`src/shared/display_host_defs.svh`:
```
// Named constants for the display module command host.
// Assumes a packet link carrying type, length, payload and a 16-bit check word.
`ifndef DISPLAY_HOST_DEFS_SVH
`define DISPLAY_HOST_DEFS_SVH

`define CLK_HZ             100000000
`define CYC_PER_MS         (`CLK_HZ / 1000)
`define RSP_TIMEOUT_MS     250
`define REBOOT_ACK_MS      3000
`define HOST_RESET_MS      1500
`define REBOOT_QUIET_MS    3000

`define CODE_SAVE_BOOT     6'h04
`define CODE_REBOOT        6'h05
`define CODE_CLEAR         6'h06
`define CODE_LINE1         6'h07
`define CODE_LINE2         6'h08
`define CODE_GLYPH         6'h09
`define CODE_MEM_READ      6'h0A
`define CODE_CURSOR_POS    6'h0B
`define CODE_CURSOR_STYLE  6'h0C
`define CODE_CONTRAST      6'h0D

`define CLASS_COMMAND      2'h0
`define CLASS_RESPONSE     2'h1
`define CLASS_REPORT       2'h2
`define CLASS_ERROR        2'h3

`define MAGIC_SELF_0       8'h08
`define MAGIC_SELF_1       8'h12
`define MAGIC_SELF_2       8'h63
`define MAGIC_RESET_0      8'h0C
`define MAGIC_RESET_1      8'h1C
`define MAGIC_RESET_2      8'h61
`define MAGIC_POWER_0      8'h03
`define MAGIC_POWER_1      8'h0B
`define MAGIC_POWER_2      8'h5F

`define LEN_NONE           5'h00
`define LEN_ONE            5'h01
`define LEN_TWO            5'h02
`define LEN_REBOOT         5'h03
`define LEN_GLYPH          5'h09
`define LEN_LINE           5'h10
`define LEN_MAX            5'h12
`define LEN_MEM_RSP        5'h09
`define LEN_HDR            5'h02

`define GLYPH_IDX_MASK     8'h07
`define GLYPH_ROW_MASK     8'h3F
`define COL_MASK           8'h0F
`define ROW_MASK           8'h01

`define CRC_INIT           16'hFFFF
`define CRC_POLY           16'h8408

`endif

```
`src/shared/display_host_pkg.sv`:
```
// Types shared by the display module command host and its users.
// Assumes the constants header is compiled alongside.
package display_host_pkg;

    typedef enum logic [3:0] {
        cmd_save_boot, cmd_reboot_self, cmd_reset_host, cmd_power_cycle_host,
        cmd_clear, cmd_line1, cmd_line2, cmd_glyph, cmd_mem_read,
        cmd_cursor_pos, cmd_cursor_style, cmd_contrast
    } cmd_kind_t;

    typedef enum logic [1:0] {
        st_ok, st_error, st_timeout
    } status_t;

    typedef struct packed {
        cmd_kind_t        kind;
        logic [7:0]       arg0;
        logic [7:0]       arg1;
        logic [15:0][7:0] text;
    } cmd_req_t;

    typedef struct packed {
        status_t         status;
        logic [7:0]      addr;
        logic [7:0][7:0] mem;
    } cmd_result_t;

endpackage : display_host_pkg

```
`src/hw/display_host.sv`:
```
// Host controller that sends command packets to the display module and waits for answers.
// Assumes an external byte serialiser with valid/ready and a receiver that gives byte pulses.
//
// Overview of operation
// - Save boot state: send code 0x04, no payload; expect 0x44 answer.
// - Reporting and watchdog settings are never saved; host must re-enable them.
// - Self reboot: code 0x05 with payload 8, 18, 99.
// - Self reboot acknowledge may take 3 seconds; timeout allows for it.
// - Host reset: code 0x05 with payload 12, 28, 97; ack comes at once.
// - Host power cycle: code 0x05 with payload 3, 11, 95.
// - Line one text: code 0x07 with exactly 16 bytes; answer 0x47.
// - Line two text: code 0x08 with exactly 16 bytes; answer 0x48.
// - Glyph: code 0x09, index 0-7 then eight rows 0 to 63; answer 0x49.
// - Cursor position: code 0x0B, column 0-15 then row 0-1; answer 0x4B.
// - Power control pins must stay in default drive mode on the device.
// - Type byte: two-bit class above six-bit code; answers echo the code.
// - Each packet ends with a 16-bit check word, low byte first.
`include "display_host_defs.svh"
`timescale 1ns/1ns
`default_nettype none

module display_host #(
    parameter int unsigned RSP_TIMEOUT_CYC = `RSP_TIMEOUT_MS * `CYC_PER_MS,
    parameter int unsigned REBOOT_ACK_CYC  = `REBOOT_ACK_MS * `CYC_PER_MS,
    parameter int unsigned QUIET_CYC       = (`HOST_RESET_MS + `REBOOT_QUIET_MS) * `CYC_PER_MS
) (
    input  wire logic                    core_clk,
    input  wire logic                    rst,
    input  wire logic                    req_valid,
    input  wire display_host_pkg::cmd_req_t req,
    output logic                         req_ready,
    output logic                         done,
    output display_host_pkg::cmd_result_t result,
    output logic                         tx_valid,
    output logic [7:0]                   tx_data,
    input  wire logic                    tx_ready,
    input  wire logic                    rx_valid,
    input  wire logic [7:0]              rx_data
);

    ////////////////////////////////////////////////////////////////////////////////
    function automatic logic [15:0] crc_step(input logic [15:0] crc, input logic [7:0] b);
        logic [15:0] c;
        c = crc ^ {8'h00, b};
        for (int i = 0; i < 8; i++) begin
            c = c[0] ? ((c >> 1) ^ `CRC_POLY) : (c >> 1);
        end
        return c;
    endfunction : crc_step

    typedef enum logic [1:0] {
        s_idle  = 2'b00,
        s_send  = 2'b01,
        s_wait  = 2'b11,
        s_quiet = 2'b10
    } state_t;

    state_t                     state;
    display_host_pkg::cmd_kind_t kind;
    logic [17:0][7:0]           tx_buf;
    logic [4:0]                 tx_len;
    logic [4:0]                 tx_idx;
    logic [15:0]                tx_crc;
    logic [31:0]                timer;

    ////////////////////////////////////////////////////////////////////////////////
    // Packet building.
    logic [5:0]       b_code;
    logic [4:0]       b_len;
    logic [15:0][7:0] b_data;

    always_comb begin
        b_code = `CODE_SAVE_BOOT;
        b_len  = `LEN_NONE;
        b_data = '0;
        case (req.kind)
            display_host_pkg::cmd_save_boot: begin
                b_code = `CODE_SAVE_BOOT;
            end
            display_host_pkg::cmd_reboot_self: begin
                b_code = `CODE_REBOOT;
                b_len  = `LEN_REBOOT;
                b_data[0] = `MAGIC_SELF_0;
                b_data[1] = `MAGIC_SELF_1;
                b_data[2] = `MAGIC_SELF_2;
            end
            display_host_pkg::cmd_reset_host: begin
                b_code = `CODE_REBOOT;
                b_len  = `LEN_REBOOT;
                b_data[0] = `MAGIC_RESET_0;
                b_data[1] = `MAGIC_RESET_1;
                b_data[2] = `MAGIC_RESET_2;
            end
            display_host_pkg::cmd_power_cycle_host: begin
                b_code = `CODE_REBOOT;
                b_len  = `LEN_REBOOT;
                b_data[0] = `MAGIC_POWER_0;
                b_data[1] = `MAGIC_POWER_1;
                b_data[2] = `MAGIC_POWER_2;
            end
            display_host_pkg::cmd_clear: begin
                b_code = `CODE_CLEAR;
            end
            display_host_pkg::cmd_line1: begin
                b_code = `CODE_LINE1;
                b_len  = `LEN_LINE;
                b_data = req.text;
            end
            display_host_pkg::cmd_line2: begin
                b_code = `CODE_LINE2;
                b_len  = `LEN_LINE;
                b_data = req.text;
            end
            display_host_pkg::cmd_glyph: begin
                b_code = `CODE_GLYPH;
                b_len  = `LEN_GLYPH;
                b_data[0] = req.arg0 & `GLYPH_IDX_MASK;
                for (int r = 0; r < 8; r++) begin
                    b_data[r + 1] = req.text[r] & `GLYPH_ROW_MASK;
                end
            end
            display_host_pkg::cmd_mem_read: begin
                b_code = `CODE_MEM_READ;
                b_len  = `LEN_ONE;
                b_data[0] = req.arg0;
            end
            display_host_pkg::cmd_cursor_pos: begin
                b_code = `CODE_CURSOR_POS;
                b_len  = `LEN_TWO;
                b_data[0] = req.arg0 & `COL_MASK;
                b_data[1] = req.arg1 & `ROW_MASK;
            end
            display_host_pkg::cmd_cursor_style: begin
                b_code = `CODE_CURSOR_STYLE;
                b_len  = `LEN_ONE;
                b_data[0] = req.arg0;
            end
            display_host_pkg::cmd_contrast: begin
                b_code = `CODE_CONTRAST;
                b_len  = `LEN_ONE;
                b_data[0] = req.arg0;
            end
            default: begin
                b_code = `CODE_SAVE_BOOT;
            end
        endcase
    end

    ////////////////////////////////////////////////////////////////////////////////
    // Transmit path.
    wire        accept    = (state == s_idle) && req_valid && req_ready;
    wire        tx_fire   = tx_valid && tx_ready;
    wire [4:0]  tx_body   = tx_len + `LEN_HDR;
    wire [4:0]  next_idx  = tx_idx + 5'h01;
    wire [15:0] crc_after = crc_step(tx_crc, tx_data);
    wire        in_body   = tx_idx < tx_body;
    wire        tx_last   = tx_idx == tx_body + 5'h01;
    wire [7:0]  next_byte = (next_idx < tx_body) ? tx_buf[next_idx] :
                            (next_idx == tx_body) ? ~crc_after[7:0] : ~tx_crc[15:8];
    wire        long_wait = (kind == display_host_pkg::cmd_reboot_self);
    wire        need_quiet = (kind == display_host_pkg::cmd_reset_host) ||
                             (kind == display_host_pkg::cmd_power_cycle_host);

    ////////////////////////////////////////////////////////////////////////////////
    // Receive parser; reports and damaged packets are dropped, only matching answers count.
    logic [4:0]      rx_pos;
    logic [7:0]      rx_type;
    logic [4:0]      rx_len;
    logic [15:0]     rx_crc;
    logic [7:0]      rx_lo;
    logic [8:0][7:0] rx_buf;
    logic            rx_ok;

    wire [4:0] rx_body   = rx_len + `LEN_HDR;
    wire       rx_len_bad = (rx_pos == 5'h01) && (rx_data[4:0] > `LEN_MAX || rx_data[7:5] != 3'h0);
    wire       rx_hi     = (rx_pos == rx_body + 5'h01) && (rx_pos > 5'h01);
    wire       rx_good   = rx_valid && rx_hi && ({rx_data, rx_lo} == ~rx_crc);
    wire [4:0] rx_didx   = rx_pos - `LEN_HDR;

    always_ff @(posedge core_clk) begin
        if (rst) begin
            rx_pos <= '0;
            rx_type <= '0;
            rx_len <= '0;
            rx_crc <= `CRC_INIT;
            rx_lo <= '0;
            rx_buf <= '0;
            rx_ok <= 1'b0;
        end else begin
            rx_ok <= rx_good;
            if (rx_valid) begin
                if (rx_pos == 5'h00) begin
                    rx_type <= rx_data;
                    rx_crc <= crc_step(`CRC_INIT, rx_data);
                    rx_pos <= 5'h01;
                end else if (rx_len_bad || rx_hi) begin
                    rx_pos <= '0;
                end else begin
                    if (rx_pos == 5'h01) begin
                        rx_len <= rx_data[4:0];
                    end
                    if (rx_pos < rx_body || rx_pos == 5'h01) begin
                        rx_crc <= crc_step(rx_crc, rx_data);
                    end else begin
                        rx_lo <= rx_data;
                    end
                    if (rx_pos > 5'h01 && rx_didx < 5'h09) begin
                        rx_buf[rx_didx[3:0]] <= rx_data;
                    end
                    rx_pos <= rx_pos + 5'h01;
                end
            end
        end
    end

    wire rsp_match = rx_ok && (rx_type[5:0] == tx_buf[0][5:0]);
    wire rsp_ack   = rsp_match && (rx_type[7:6] == `CLASS_RESPONSE);
    wire rsp_err   = rsp_match && (rx_type[7:6] == `CLASS_ERROR);
    wire is_mem    = (kind == display_host_pkg::cmd_mem_read) && (rx_len == `LEN_MEM_RSP);

    ////////////////////////////////////////////////////////////////////////////////
    // Sequencer.
    always_ff @(posedge core_clk) begin
        if (rst) begin
            state <= s_idle;
            kind <= display_host_pkg::cmd_save_boot;
            tx_buf <= '0;
            tx_len <= '0;
            tx_idx <= '0;
            tx_crc <= `CRC_INIT;
            tx_valid <= 1'b0;
            tx_data <= '0;
            timer <= '0;
            req_ready <= 1'b0;
            done <= 1'b0;
            result <= '0;
        end else begin
            done <= 1'b0;
            case (state)
                s_idle: begin
                    req_ready <= 1'b1;
                    if (accept) begin
                        req_ready <= 1'b0;
                        kind <= req.kind;
                        tx_buf <= {b_data, 3'h0, b_len, `CLASS_COMMAND, b_code};
                        tx_len <= b_len;
                        tx_idx <= '0;
                        tx_crc <= `CRC_INIT;
                        tx_data <= {`CLASS_COMMAND, b_code};
                        tx_valid <= 1'b1;
                        state <= s_send;
                    end
                end
                s_send: begin
                    if (tx_fire) begin
                        if (in_body) begin
                            tx_crc <= crc_after;
                        end
                        if (tx_last) begin
                            tx_valid <= 1'b0;
                            // Self reboot acks only after boot.
                            timer <= long_wait ? REBOOT_ACK_CYC : RSP_TIMEOUT_CYC;
                            state <= s_wait;
                        end else begin
                            tx_idx <= next_idx;
                            tx_data <= next_byte;
                        end
                    end
                end
                s_wait: begin
                    timer <= timer - 32'h1;
                    if (rsp_ack || rsp_err) begin
                        done <= 1'b1;
                        result.status <= rsp_ack ? display_host_pkg::st_ok : display_host_pkg::st_error;
                        result.addr <= is_mem ? rx_buf[0] : 8'h00;
                        result.mem <= is_mem ? rx_buf[8:1] : '0;
                        // Commands sent during reboot would be lost.
                        if (rsp_ack && need_quiet) begin
                            timer <= QUIET_CYC;
                            state <= s_quiet;
                        end else begin
                            state <= s_idle;
                        end
                    end else if (timer == 32'h0) begin
                        done <= 1'b1;
                        result <= '0;
                        result.status <= display_host_pkg::st_timeout;
                        state <= s_idle;
                    end
                end
                s_quiet: begin
                    timer <= timer - 32'h1;
                    if (timer == 32'h0) begin
                        state <= s_idle;
                    end
                end
                default: begin
                    state <= s_idle;
                end
            endcase
        end
    end

endmodule : display_host

`default_nettype wire

```
`config.mk`:
```
export PLATFORM = sky130hd
export DESIGN_NAME = display_host
export DESIGN_NICKNAME = d
export VERILOG_FILES = /design/src/shared/display_host_pkg.sv /design/src/hw/display_host.sv
export VERILOG_INCLUDE_DIRS = /design/src /design/src/shared
export SDC_FILE = /design/constraint.sdc
export NUM_CORES = 1
export LEC_CHECK = 0
export BUFFER_PORTS_ARGS = -buffer_cell sky130_fd_sc_hd__buf_2
export CAP_MARGIN = 20
export CELL_PAD_IN_SITES_DETAIL_PLACEMENT = 1
export CELL_PAD_IN_SITES_GLOBAL_PLACEMENT = 2
export CORE_UTILIZATION = 40
export CTS_BUF_LIST = sky130_fd_sc_hd__clkbuf_8
export CTS_CLUSTER_SIZE = 25
export DETAILED_ROUTE_END_ITERATION = 6
export PLACE_DENSITY = 0.95
export SLEW_MARGIN = 15
export SYNTH_ARGS = -nofsm -noshare
export SYNTH_HDL_FRONTEND = slang
export SYNTH_SLANG_ARGS = --single-unit
```
`constraint.sdc`:
```
create_clock -name core_clk -period 9.71 [get_ports core_clk]
set_input_delay 0.4855 -clock core_clk [delete_from_list [all_inputs] [get_ports core_clk]]
set_output_delay 0.4855 -clock core_clk [all_outputs]
set_load 0.03 [all_outputs]
```
==> results.py, run 1 <==
metrics = {
    "timing": {
        "fin_skew_ps": 33.8,
        "hold_viol": 0,
        "tightest_slew_ps": 1110,
        "hold-worst-slack_ps": 79.8,
        "maxSlewViolCount": 0,
        "finalSetupViolCount": 0,
        "fmax_mhz": 224,
        "fin_crit_ps": 4470,
        "slew_headroom_pct": 26.2,
        "grt_setup_unrepaired": "false",
        "fin_crit_sh_pct": 46.0,
        "setup_ws_ps": 5240,
        "fin_tns_setup_ps": 0,
    },
    "place": {
        "place_congestion": 0.828,
        "pre_cts_slack_ps": 5190,
        "io_buffers": 238,
        "dp_hpwl_um": 38800,
        "placed_area_mm2": 0.0200,
    },
    "logic_synthesis": {
        "yosysWarnings": 0,
        "ys_types": 87,
        "synth-edff-count": 0,
        "synth_area_mm2": 0.0187,
        "ys_ff_latch": 395,
        "avgSynthCellArea_um2": 8.96,
        "ys_seq_area_share_pct": 42.4,
        "ys.flop_type": "dfxtp_1",
        "synthCells": 2083,
        "synth_async_sr_flop_share_pct": 0,
        "syn_nets": 2277,
    },
    "clock_tree": {
        "post_cts_buffers": 0,
        "cts_buffer_depth": 3,
        "clk_pin_slew_ps": 60,
        "cts_buffers": 69,
        "hold_buffers": 0,
        "cts_tree": "yes",
        "cts.sinks": 395,
        "cts.repair.resized": 0,
        "clock_latency_ps": 660,
        "cts_root_buffer": "clkbuf_8",
        "cts-htree-levels": 3,
    },
    "worst_hold_path": {
        "min_path_type": "input pin to flop",
        "min-delay-start": "req[122]",
        "min_path_cells": 3,
        "min_to": "tx_buf[138]$_SDFFE_PP0P_",
    },
    "detailed_routing": {
        "drtIter0Drc": 1011,
        "wl_um": 58200,
        "via_count": 16569,
        "routedWlPerCell_um": 20.2,
        "first_pass_iters": 5,
        "drc": 0,
        "viasPerCell": 5.75,
        "antenna_left": 0,
    },
    "power": {
        "p_leak_nw": 8.66,
        "fin_total_pwr_mw": 3.59,
        "max-vdd-ir-drop_mv": 0.118,
        "power.density_mw_per_mm2": 168,
    },
    "worst_setup_path": {
        "path_max_fanout": 40,
        "crit_arrival_ps": 5010,
        "start_kind": "flop",
        "rr_worst_depth": 12,
        "rrSetupSlack_ps": 5240,
        "r2r-end": "tx_data[1]$_SDFFE_PP0P_",
        "reg2reg_from": "tx_idx[0]$_SDFFE_PP0P_",
        "critPathCaptureType": "flop",
        "cp.required_ps": 10250,
        "critPathKind": "flop to flop",
    },
    "cells_and_area": {
        "fillers": 5356,
        "layout-drive-gt1-share_pct": 18.1,
        "regArea_mm2": 0.00791,
        "multi_input_area_mm2": 0.00993,
        "final_cell_area_mm2": 0.0214,
        "area_growth_pct": 14.7,
        "nets": 2429,
    },
    "grt": {
        "antenna_found_initial": 6,
        "grt_pass1_vias": 17185,
        "grt_pass1_wl_um": 93000,
        "overflow": 0,
        "grtUsageTotal_pct": 24.5,
        "grt_max_degree": 112,
    },
    "floorplanning": {
        "die_area_mm2": 0.0475,
        "die_h_um": 218,
        "start_util_pct": 40.9,
        "placement_rows": 78,
        "io_pins": 246,
        "die_w_um": 218,
        "placeableCoreArea_mm2": 0.0457,
    },
    "status": {
        "outcome": "complete, no violations",
    },
    "job": {
        "max_cap_violations": 0,
    },
}
==> stage by stage <==
stage               cells  utilization [%]
CTS                  2880             46.8
global route         2882             46.9
floorplan            2083                -
detailed placement   2763             43.9
finish               2883             46.9
global placement     2763             43.9
==> layer usage <==
| metal | vias up | global-route usage [%] | part of all wire (%) |
|---|---|---|---|
| met3 | 128 | 4.78 | 4.5 |
| li1 | 7821 | - | - |
| met1 | 8194 | 29.6 | 42 |
| met5 | - | 0 | 0.089 |
| met4 | 8 | 9.81 | 3.1 |
| met2 | 418 | 42.6 | 50 |
==> how the worst max path moves through the flow <==
stage	start	end	slack, ps	cells after the start
finish	tx_idx[0]$_SDFFE_PP0P_	tx_data[1]$_SDFFE_PP0P_	5240	12
global route	tx_idx[0]$_SDFFE_PP0P_	tx_data[1]$_SDFFE_PP0P_	4820	12
CTS	tx_idx[0]$_SDFFE_PP0P_	tx_data[1]$_SDFFE_PP0P_	5160	12
detailed placement	tx_idx[0]$_SDFFE_PP0P_	tx_data[1]$_SDFFE_PP0P_	5190	12
global placement	tx_idx[0]$_SDFFE_PP0P_	tx_data[1]$_SDFFE_PP0P_	5240	12
floorplan	tx_idx[0]$_SDFFE_PP0P_	timer[3]$_SDFFE_PP0P_	6450	12
==> state kept, by name, summed over array words and instances (netlist names) <==
signal and count:
done 1, kind 4, req_ready 1, result 74, rx_buf 72, rx_crc 16, rx_len 5, rx_lo 8
rx_ok 1, rx_pos 5, rx_type 8, state 2, timer 32, tx_buf 132, tx_crc 16, tx_data 8
tx_idx 5, tx_len 4, tx_valid 1
==> area by class of cell <==
cell class                 count  area share [%]
antenna                        2          0.0234
clock inverter                32           0.888
clock buffer                  85            5.46
tap                          600            3.51
timing repair buffer         256            6.26
inverter                      31           0.544
multi-input combinational   1482            46.4
sequential                   395            36.9
==> cells in the mapped netlist, types with 11 or more instances <==
library cell | instances | area share (%)
nor4_1 | 20 | 0.67
a221oi_1 | 40 | 1.9
a22oi_1 | 11 | 0.44
a22o_1 | 77 | 3.6
nor3_1 | 67 | 1.8
a21oi_1 | 173 | 4.6
a31oi_1 | 16 | 0.54
ha_1 | 33 | 2.2
o21ai_0 | 46 | 1.2
mux4_2 | 31 | 3.7
mux2i_1 | 106 | 5.7
xor2_1 | 44 | 2.1
nand3_1 | 114 | 3.1
buf_2 | 16 | 0.43
dfxtp_1 | 395 | 42
nor2_1 | 218 | 4.4
clkbuf_1 | 145 | 2.9
o21ai_1 | 39 | 1.0
nand2_1 | 181 | 3.6
or3_1 | 21 | 0.70
inv_1 | 26 | 0.52
xnor2_1 | 66 | 3.1
==> placed cells by master, fill, tap and decap left out, types with 6 or more instances in the layout <==
cell | synthesis | layout
dfxtp_1 | 395 | 394
buf_2 | 16 | 237
nor2_1 | 218 | 218
nand2_1 | 181 | 181
a21oi_1 | 173 | 173
nand3_1 | 114 | 114
mux2i_1 | 106 | 106
clkbuf_8 | 0 | 85
a22o_1 | 77 | 77
xnor2_1 | 66 | 66
nor3_1 | 67 | 65
o21ai_0 | 46 | 46
inv_1 | 26 | 44
xor2_1 | 44 | 44
a221oi_1 | 40 | 40
o21ai_1 | 39 | 39
ha_1 | 33 | 33
mux4_2 | 31 | 31
or3_1 | 21 | 20
nor4_1 | 20 | 20
buf_4 | 0 | 17
a31oi_1 | 16 | 16
a22oi_1 | 11 | 11
a211oi_1 | 9 | 9
a2111o_1 | 9 | 9
nand4_1 | 9 | 9
a2bb2oi_1 | 9 | 9
o21a_1 | 8 | 8
nand3b_1 | 8 | 8
o31ai_1 | 8 | 8
clkinv_2 | 0 | 7
o211ai_1 | 6 | 6
==> power by group <==
group / leakage [nW] / switching [mW] / total [mW] / internal [mW]
logic: 4.69 / 0.238 / 0.379 / 0.141
clock network: 0.772 / 0.715 / 1.51 / 0.798
registers: 3.20 / 0.0396 / 1.70 / 1.66
==> cell families (layout without fill, tap and decap cells) <==
kind of cell / count (synthesis) / in the layout / share of synthesized area [%]
buf+inv: 206 / 404 / 4.57
fa+ha+maj: 33 / 33 / 2.21
mux: 142 / 142 / 9.72
flops: 395 / 395 / 42.4
other cells: 0 / 2 / 0
simple gates: 689 / 689 / 17.1
compound gates: 504 / 504 / 18.4
xor+xnor: 114 / 114 / 5.65
==> critical path: stages (launching register included) <==
cell	delay (ps)
dfxtp_2	490
buf_4	640
ha_1	440
nand3_1	140
xor2_1	470
inv_2	120
ha_1	320
nand3_1	110
nor3b_1	710
nand2_1	150
xor2_1	190
or4_1	400
o2111a_1	150
Note: power is estimated with default switching activity, not from simulation.
==> run 2, diff against run 1 <==
--- a/config.mk
+++ b/config.mk
@@ -10,11 +10,11 @@
 export CAP_MARGIN = 20
 export CELL_PAD_IN_SITES_DETAIL_PLACEMENT = 1
 export CELL_PAD_IN_SITES_GLOBAL_PLACEMENT = 2
-export CORE_UTILIZATION = 40
+export CORE_UTILIZATION = 33
 export CTS_BUF_LIST = sky130_fd_sc_hd__clkbuf_8
 export CTS_CLUSTER_SIZE = 25
 export DETAILED_ROUTE_END_ITERATION = 6
-export PLACE_DENSITY = 0.95
+export PLACE_DENSITY = 0.86
 export SLEW_MARGIN = 15
 export SYNTH_ARGS = -nofsm -noshare
 export SYNTH_HDL_FRONTEND = slang
==> constraint.sdc (replaced) <==
create_clock -name core_clk -period 3.9 [get_ports core_clk]
set_input_delay 0.195 -clock core_clk [delete_from_list [all_inputs] [get_ports core_clk]]
set_output_delay 0.195 -clock core_clk [all_outputs]
set_load 0.03 [all_outputs]
==> run 2 against run 1 <==
  * Via count grew 5.3%
  * Global-route usage shrank 2.0 points
  * Worst hold slack lost 73 ps
  * Routed wire length grew 12%
  * Clock-buffer cell count is the same
  * Design area grew 9.2%
  * Sequential power grew 150%
  * Critical path type unchanged
  * Largest cell class unchanged
  * Largest power group unchanged
==> results.py, run 2 (synthesized netlist as in run 1, its figures left out) <==
metrics = {
    "cells_and_area": {
        "regArea_mm2": 0.00791,
        "largest_register": "tx_buf",
        "final_common_cell": "dfxtp_1",
        "largest_register_ffs": 132,
        "nets": 2607,
        "most-common-layout-cells": "dfxtp_1 (394), buf_2 (237), nor2_1 (218)",
        "reg_top3": "tx_buf (132), result (74), rx_buf (72)",
        "layout-drive-gt1-share_pct": 17.1,
        "final_util_pct": 42.1,
        "fillers": 6472,
        "final_cell_area_mm2": 0.0234,
        "area_growth_pct": 25.2,
        "multi_input_area_mm2": 0.00993,
        "layout.cells.non_filler": 3214,
    },
    "place": {
        "placed_cells": 2923,
        "io_buffers": 238,
        "dp_hpwl_um": 40900,
        "place_congestion": 0.804,
        "placed_area_mm2": 0.0204,
    },
    "detailed_routing": {
        "drc": 0,
        "met2_length_um": 32800,
        "drtIter0Drc": 930,
        "via_count": 17447,
        "wl_um": 65200,
        "route.met3.wl_um": 2930,
        "first_pass_iters": 5,
        "wl_met1_um": 27100,
        "antenna_left": 0,
        "routedWlPerCell_um": 20.3,
        "top_layer": "met4",
        "viasPerCell": 5.43,
    },
    "clock_tree": {
        "cts.sinks": 395,
        "cts_buffer_depth": 3,
        "post_cts_buffers": 0,
        "cts_root_buffer": "clkbuf_8",
        "clock_latency_ps": 690,
        "cts_tree": "yes",
        "cts_buffers": 73,
        "cts-htree-levels": 3,
        "clk_pin_slew_ps": 60,
    },
    "worst_setup_path": {
        "slowest_stage": "xnor2_1",
        "start_kind": "flop",
        "critPathCaptureType": "flop",
        "cp.required_ps": 4470,
        "slowest_delay_ps": 710,
        "crit_top_cell": "a21oi_1",
        "critPathKind": "flop to flop",
        "path_max_fanout": 11,
        "path_delay_family": "simple AND/OR/NAND/NOR gates",
        "path_buf_inv": 1,
        "path_cells": "inv_1 -> ha_1 -> xnor2_1 -> a21oi_1 -> or3_1 -> nor4_2 -> nand3_1 -> a21oi_1",
        "crit_arrival_ps": 4040,
    },
    "grt": {
        "grt_pass1_vias": 18415,
        "grt_pass1_wl_um": 102000,
        "grt_max_degree": 131,
        "antenna_found_initial": 3,
        "overflow": 0,
        "grtUsageTotal_pct": 22.6,
    },
    "timing": {
        "grt_setup_unrepaired": "false",
        "slew_headroom_pct": 28.0,
        "finalSetupViolCount": 0,
        "hold_viol": 0,
        "fin_crit_ps": 3470,
        "fin_tns_setup_ps": 0,
        "hold-worst-slack_ps": 7.17,
        "fin_skew_ps": 38.7,
        "fmax_mhz": 288,
        "maxSlewViolCount": 0,
        "tightest_slew_ps": 1080,
        "fin_crit_sh_pct": 89.0,
    },
    "job": {
        "max_cap_violations": 0,
    },
    "floorplanning": {
        "die_h_um": 240,
        "placement_rows": 86,
        "io_pins": 246,
        "placeableCoreArea_mm2": 0.0555,
        "die_w_um": 240,
        "die_area_mm2": 0.0575,
        "start_util_pct": 33.6,
    },
    "power": {
        "p_leak_nw": 9.51,
        "power_frac_clock_pct": 42.0,
        "p_sw_share_pct": 28.3,
        "p_comb_share_pct": 12.1,
        "power.density_mw_per_mm2": 394,
        "max-vdd-ir-drop_mv": 0.219,
        "seqPwrFrac_pct": 45.9,
        "p_int_mw": 6.61,
        "p_switching_mw": 2.61,
    },
    "worst_hold_path": {
        "min_path_type": "input pin to flop",
    },
    "status": {
        "outcome": "complete, no violations",
    },
}
run 2: cell types whose count changed in the layout (fill, tap and decap cells not counted), sizes merged:
cell         before  now
clkinv           13    6
dlygate4sd3       0  163
diode             2    4
inv              49   63
buf             256  267
run 2: layout make-up:
cell class,count,area share [%]
diodes,4,0.0428
flip-flops and latches,395,33.8
clock inverters,39,0.931
inverters,31,0.498
repair buffers,430,13.2
well taps,748,4.00
multi-input cells,1482,42.5
clock buffers,85,5.00
run 2: stage by stage:
| stage | setup WS (ps) | power, mW |
|---|---|---|
| floorplan | 639 | 4.95 |
| global placement | 700 | 5.25 |
| detailed placement | 480 | 5.28 |
| CTS | 441 | 9.30 |
| global route | 194 | 9.64 |
| finish | 428 | 9.22 |
run 2: path summary, 6_finish.rpt:
path / start / end / slack, ps / cells after the start
worst max-delay path: rx_pos[1]$_SDFFE_PP0P_ / rx_buf[69]$_SDFFE_PP0P_ / 430 / 8
worst min-delay path: rst / rx_buf[28]$_SDFFE_PP0P_ / 7 / 2
worst max register to register: rx_pos[1]$_SDFFE_PP0P_ / rx_buf[69]$_SDFFE_PP0P_ / 430 / 8
worst min register to register: tx_buf[133]$_SDFFE_PP0P_ / tx_buf[133]$_SDFFE_PP0P_ / 450 / 2
run 2: routing by layer:
| layer | vias up | GRT usage, % |
|---|---|---|
| met5 | - | 0 |
| met4 | 0 | 9.63 |
| met3 | 143 | 3.73 |
| met2 | 457 | 40.1 |
| met1 | 8657 | 26.7 |
| li1 | 8190 | - |
run 2: timing repair:
item	in CTS	in global routing
hold endpoints to repair	146	0
resized for setup	0	0
hold buffers	163	0
endpoints found under the setup margin	0	0
run 2: power by group through the flow:
stage	logic (mW)	registers (mW)	clock network, mW
detailed placement	0.961	4.32	0
global route	1.21	4.24	4.18
floorplan	0.671	4.28	0
CTS	1.10	4.23	3.97
global placement	0.934	4.31	0
finish	1.12	4.23	3.87
==> run 3, diff against run 2 <==
--- a/config.mk
+++ b/config.mk
@@ -6,15 +6,17 @@
 export SDC_FILE = /design/constraint.sdc
 export NUM_CORES = 1
 export LEC_CHECK = 0
-export BUFFER_PORTS_ARGS = -buffer_cell sky130_fd_sc_hd__buf_2
 export CAP_MARGIN = 20
 export CELL_PAD_IN_SITES_DETAIL_PLACEMENT = 1
 export CELL_PAD_IN_SITES_GLOBAL_PLACEMENT = 2
-export CORE_UTILIZATION = 33
+export CORE_MARGIN = 3
+export CORE_UTILIZATION = 37
 export CTS_BUF_LIST = sky130_fd_sc_hd__clkbuf_8
 export CTS_CLUSTER_SIZE = 25
 export DETAILED_ROUTE_END_ITERATION = 6
-export PLACE_DENSITY = 0.86
+export DONT_BUFFER_PORTS = 1
+export PLACE_DENSITY = 0.87
+export SKIP_CTS_REPAIR_TIMING = 1
 export SLEW_MARGIN = 15
 export SYNTH_ARGS = -nofsm -noshare
 export SYNTH_HDL_FRONTEND = slang
==> run 3 against run 2 <==
  * The run now ends with hold timing left
  * Global-route usage shrank 1.3 points
  * Register-to-register slack barely moved
  * Non-clock buffer count shrank 154
  * Maximum frequency down 0.36%
  * Highest routed layer unchanged
==> results.py, run 3 (synthesized netlist as in run 1, its figures left out) <==
metrics = {
    "status": {
        "outcome": "finished with violations",
        "violations": "hold timing",
    },
    "cells_and_area": {
        "final_cell_area_mm2": 0.0229,
        "largest_register_ffs": 132,
        "largest_register": "tx_buf",
        "multi_input_area_mm2": 0.00993,
        "layout-drive-gt1-share_pct": 8.17,
        "fillers": 5637,
        "regArea_mm2": 0.00791,
        "area_growth_pct": 22.7,
        "final_common_cell": "dfxtp_1",
        "nets": 2451,
        "most-common-layout-cells": "dfxtp_1 (394), dlygate4sd3_1 (245), nor2_1 (218)",
        "reg_top3": "tx_buf (132), result (74), rx_buf (72)",
    },
    "floorplanning": {
        "die_h_um": 231,
        "start_util_pct": 37.8,
        "placement_rows": 81,
        "die_w_um": 231,
        "io_pins": 246,
        "placeableCoreArea_mm2": 0.0494,
        "die_area_mm2": 0.0532,
    },
    "grt": {
        "grt_pass1_vias": 15988,
        "antenna_found_initial": 3,
        "grt_pass1_wl_um": 90800,
        "grtUsageTotal_pct": 21.3,
        "overflow": 0,
        "grt_max_degree": 304,
    },
    "clock_tree": {
        "cts_tree": "yes",
        "clock_latency_ps": 660,
        "cts_buffer_depth": 3,
        "cts-htree-levels": 3,
        "cts.sinks": 395,
        "cts_root_buffer": "clkbuf_8",
        "clk_pin_slew_ps": 60,
        "cts_buffers": 71,
    },
    "detailed_routing": {
        "antenna_left": 0,
        "drtIter0Drc": 972,
        "drc": 0,
        "first_pass_iters": 7,
        "viasPerCell": 5.75,
        "via_count": 17075,
        "wl_um": 67800,
        "routedWlPerCell_um": 22.8,
    },
    "worst_setup_path": {
        "start_kind": "flop",
        "crit_arrival_ps": 3960,
        "path_max_fanout": 11,
        "cp.required_ps": 4370,
        "critPathKind": "flop to flop",
        "crit_top_cell": "a21oi_1",
        "path_delay_family": "simple AND/OR/NAND/NOR gates",
        "reg2reg_from": "rx_pos[1]$_SDFFE_PP0P_",
        "critPathCaptureType": "flop",
        "critPathLaunch": "rx_pos[1]$_SDFFE_PP0P_",
        "slowest_delay_ps": 700,
        "path_cells": "inv_1 -> ha_1 -> xnor2_1 -> a21oi_1 -> or3_1 -> or4_1 -> o21ai_1 -> a21oi_1",
        "slowest_stage": "xnor2_1",
        "path_buf_inv": 1,
    },
    "timing": {
        "fin_crit_sh_pct": 89.4,
        "grt_setup_unrepaired": "false",
        "setup_ws_ps": 415,
        "fmax_mhz": 287,
        "finalSetupViolCount": 0,
        "maxSlewViolCount": 0,
        "fin_tns_setup_ps": 0,
        "tightest_slew_ps": 1130,
        "hold_viol": 3,
        "hold-worst-slack_ps": -10.9,
        "fin_crit_ps": 3480,
        "slew_headroom_pct": 24.1,
        "fin_skew_ps": 42.6,
    },
    "place": {
        "dp_hpwl_um": 38900,
        "placed_area_mm2": 0.0190,
        "io_buffers": 0,
        "pre_cts_slack_ps": 546,
        "place_congestion": 0.799,
    },
    "job": {
        "max_cap_violations": 0,
    },
    "worst_hold_path": {
        "min_path_type": "input pin to flop",
        "min-delay-start": "req[144]",
    },
    "power": {
        "max-vdd-ir-drop_mv": 0.289,
        "fin_total_pwr_mw": 9.18,
        "power.density_mw_per_mm2": 401,
        "p_leak_nw": 8.91,
    },
}
[run 3: changes by cell type in the layout (fill, tap and decap cells not counted), sizes merged, moves of 2 or more]
cell / delta
buf: -237
clkbuf: +2
clkinv: +4
dlygate4sd3: +82
inv: -15
[run 3: final timing paths]
check	end	slack (ps)	cells past startpoint
max reg2reg	rx_buf[64]$_SDFFE_PP0P_	420	8
min	tx_len[0]$_SDFFE_PP0P_	-10	5
min reg2reg	tx_buf[62]$_SDFFE_PP0P_	450	2
max	rx_buf[64]$_SDFFE_PP0P_	420	8
[run 3: metrics by stage]
step	utilization [%]	instances
finish	46.4	2968
floorplan	-	2083
detailed placement	38.6	2601
global placement	38.6	2601
global route	46.4	2966
CTS	41.4	2717
[run 3: tightest hold or removal path, delay by kind of cell]
kind | cells | cell delay, ps
AO/OA/AOI/OAI | 2 | 140
AND/OR/NAND/NOR | 3 | 260
[run 3: per-layer routing]
layer  global-route usage [%]  routed length, µm  up-vias
li1                         -                  -     7855
met1                     25.8              27000     8555
met2                     36.7              34800      531
met3                     6.05               4080      134
met4                     6.53               1970        0
met5                        0                  0        -
[run 3: final cells by class]
class | instances | area share (%)
Antenna cell | 4 | 0.0437
Clock buffer | 86 | 5.17
Clock inverter | 30 | 0.879
Inverter | 31 | 0.508
Multi-Input combinational cell | 1482 | 43.3
Sequential cell | 395 | 34.5
Tap cell | 664 | 3.63
Timing Repair Buffer | 276 | 11.9
[run 3: power breakdown]
part,internal (mW),switching [mW]
Clock,2.07,1.83
Sequential,4.13,0.120
Combinational,0.443,0.585
Total,6.65,2.54
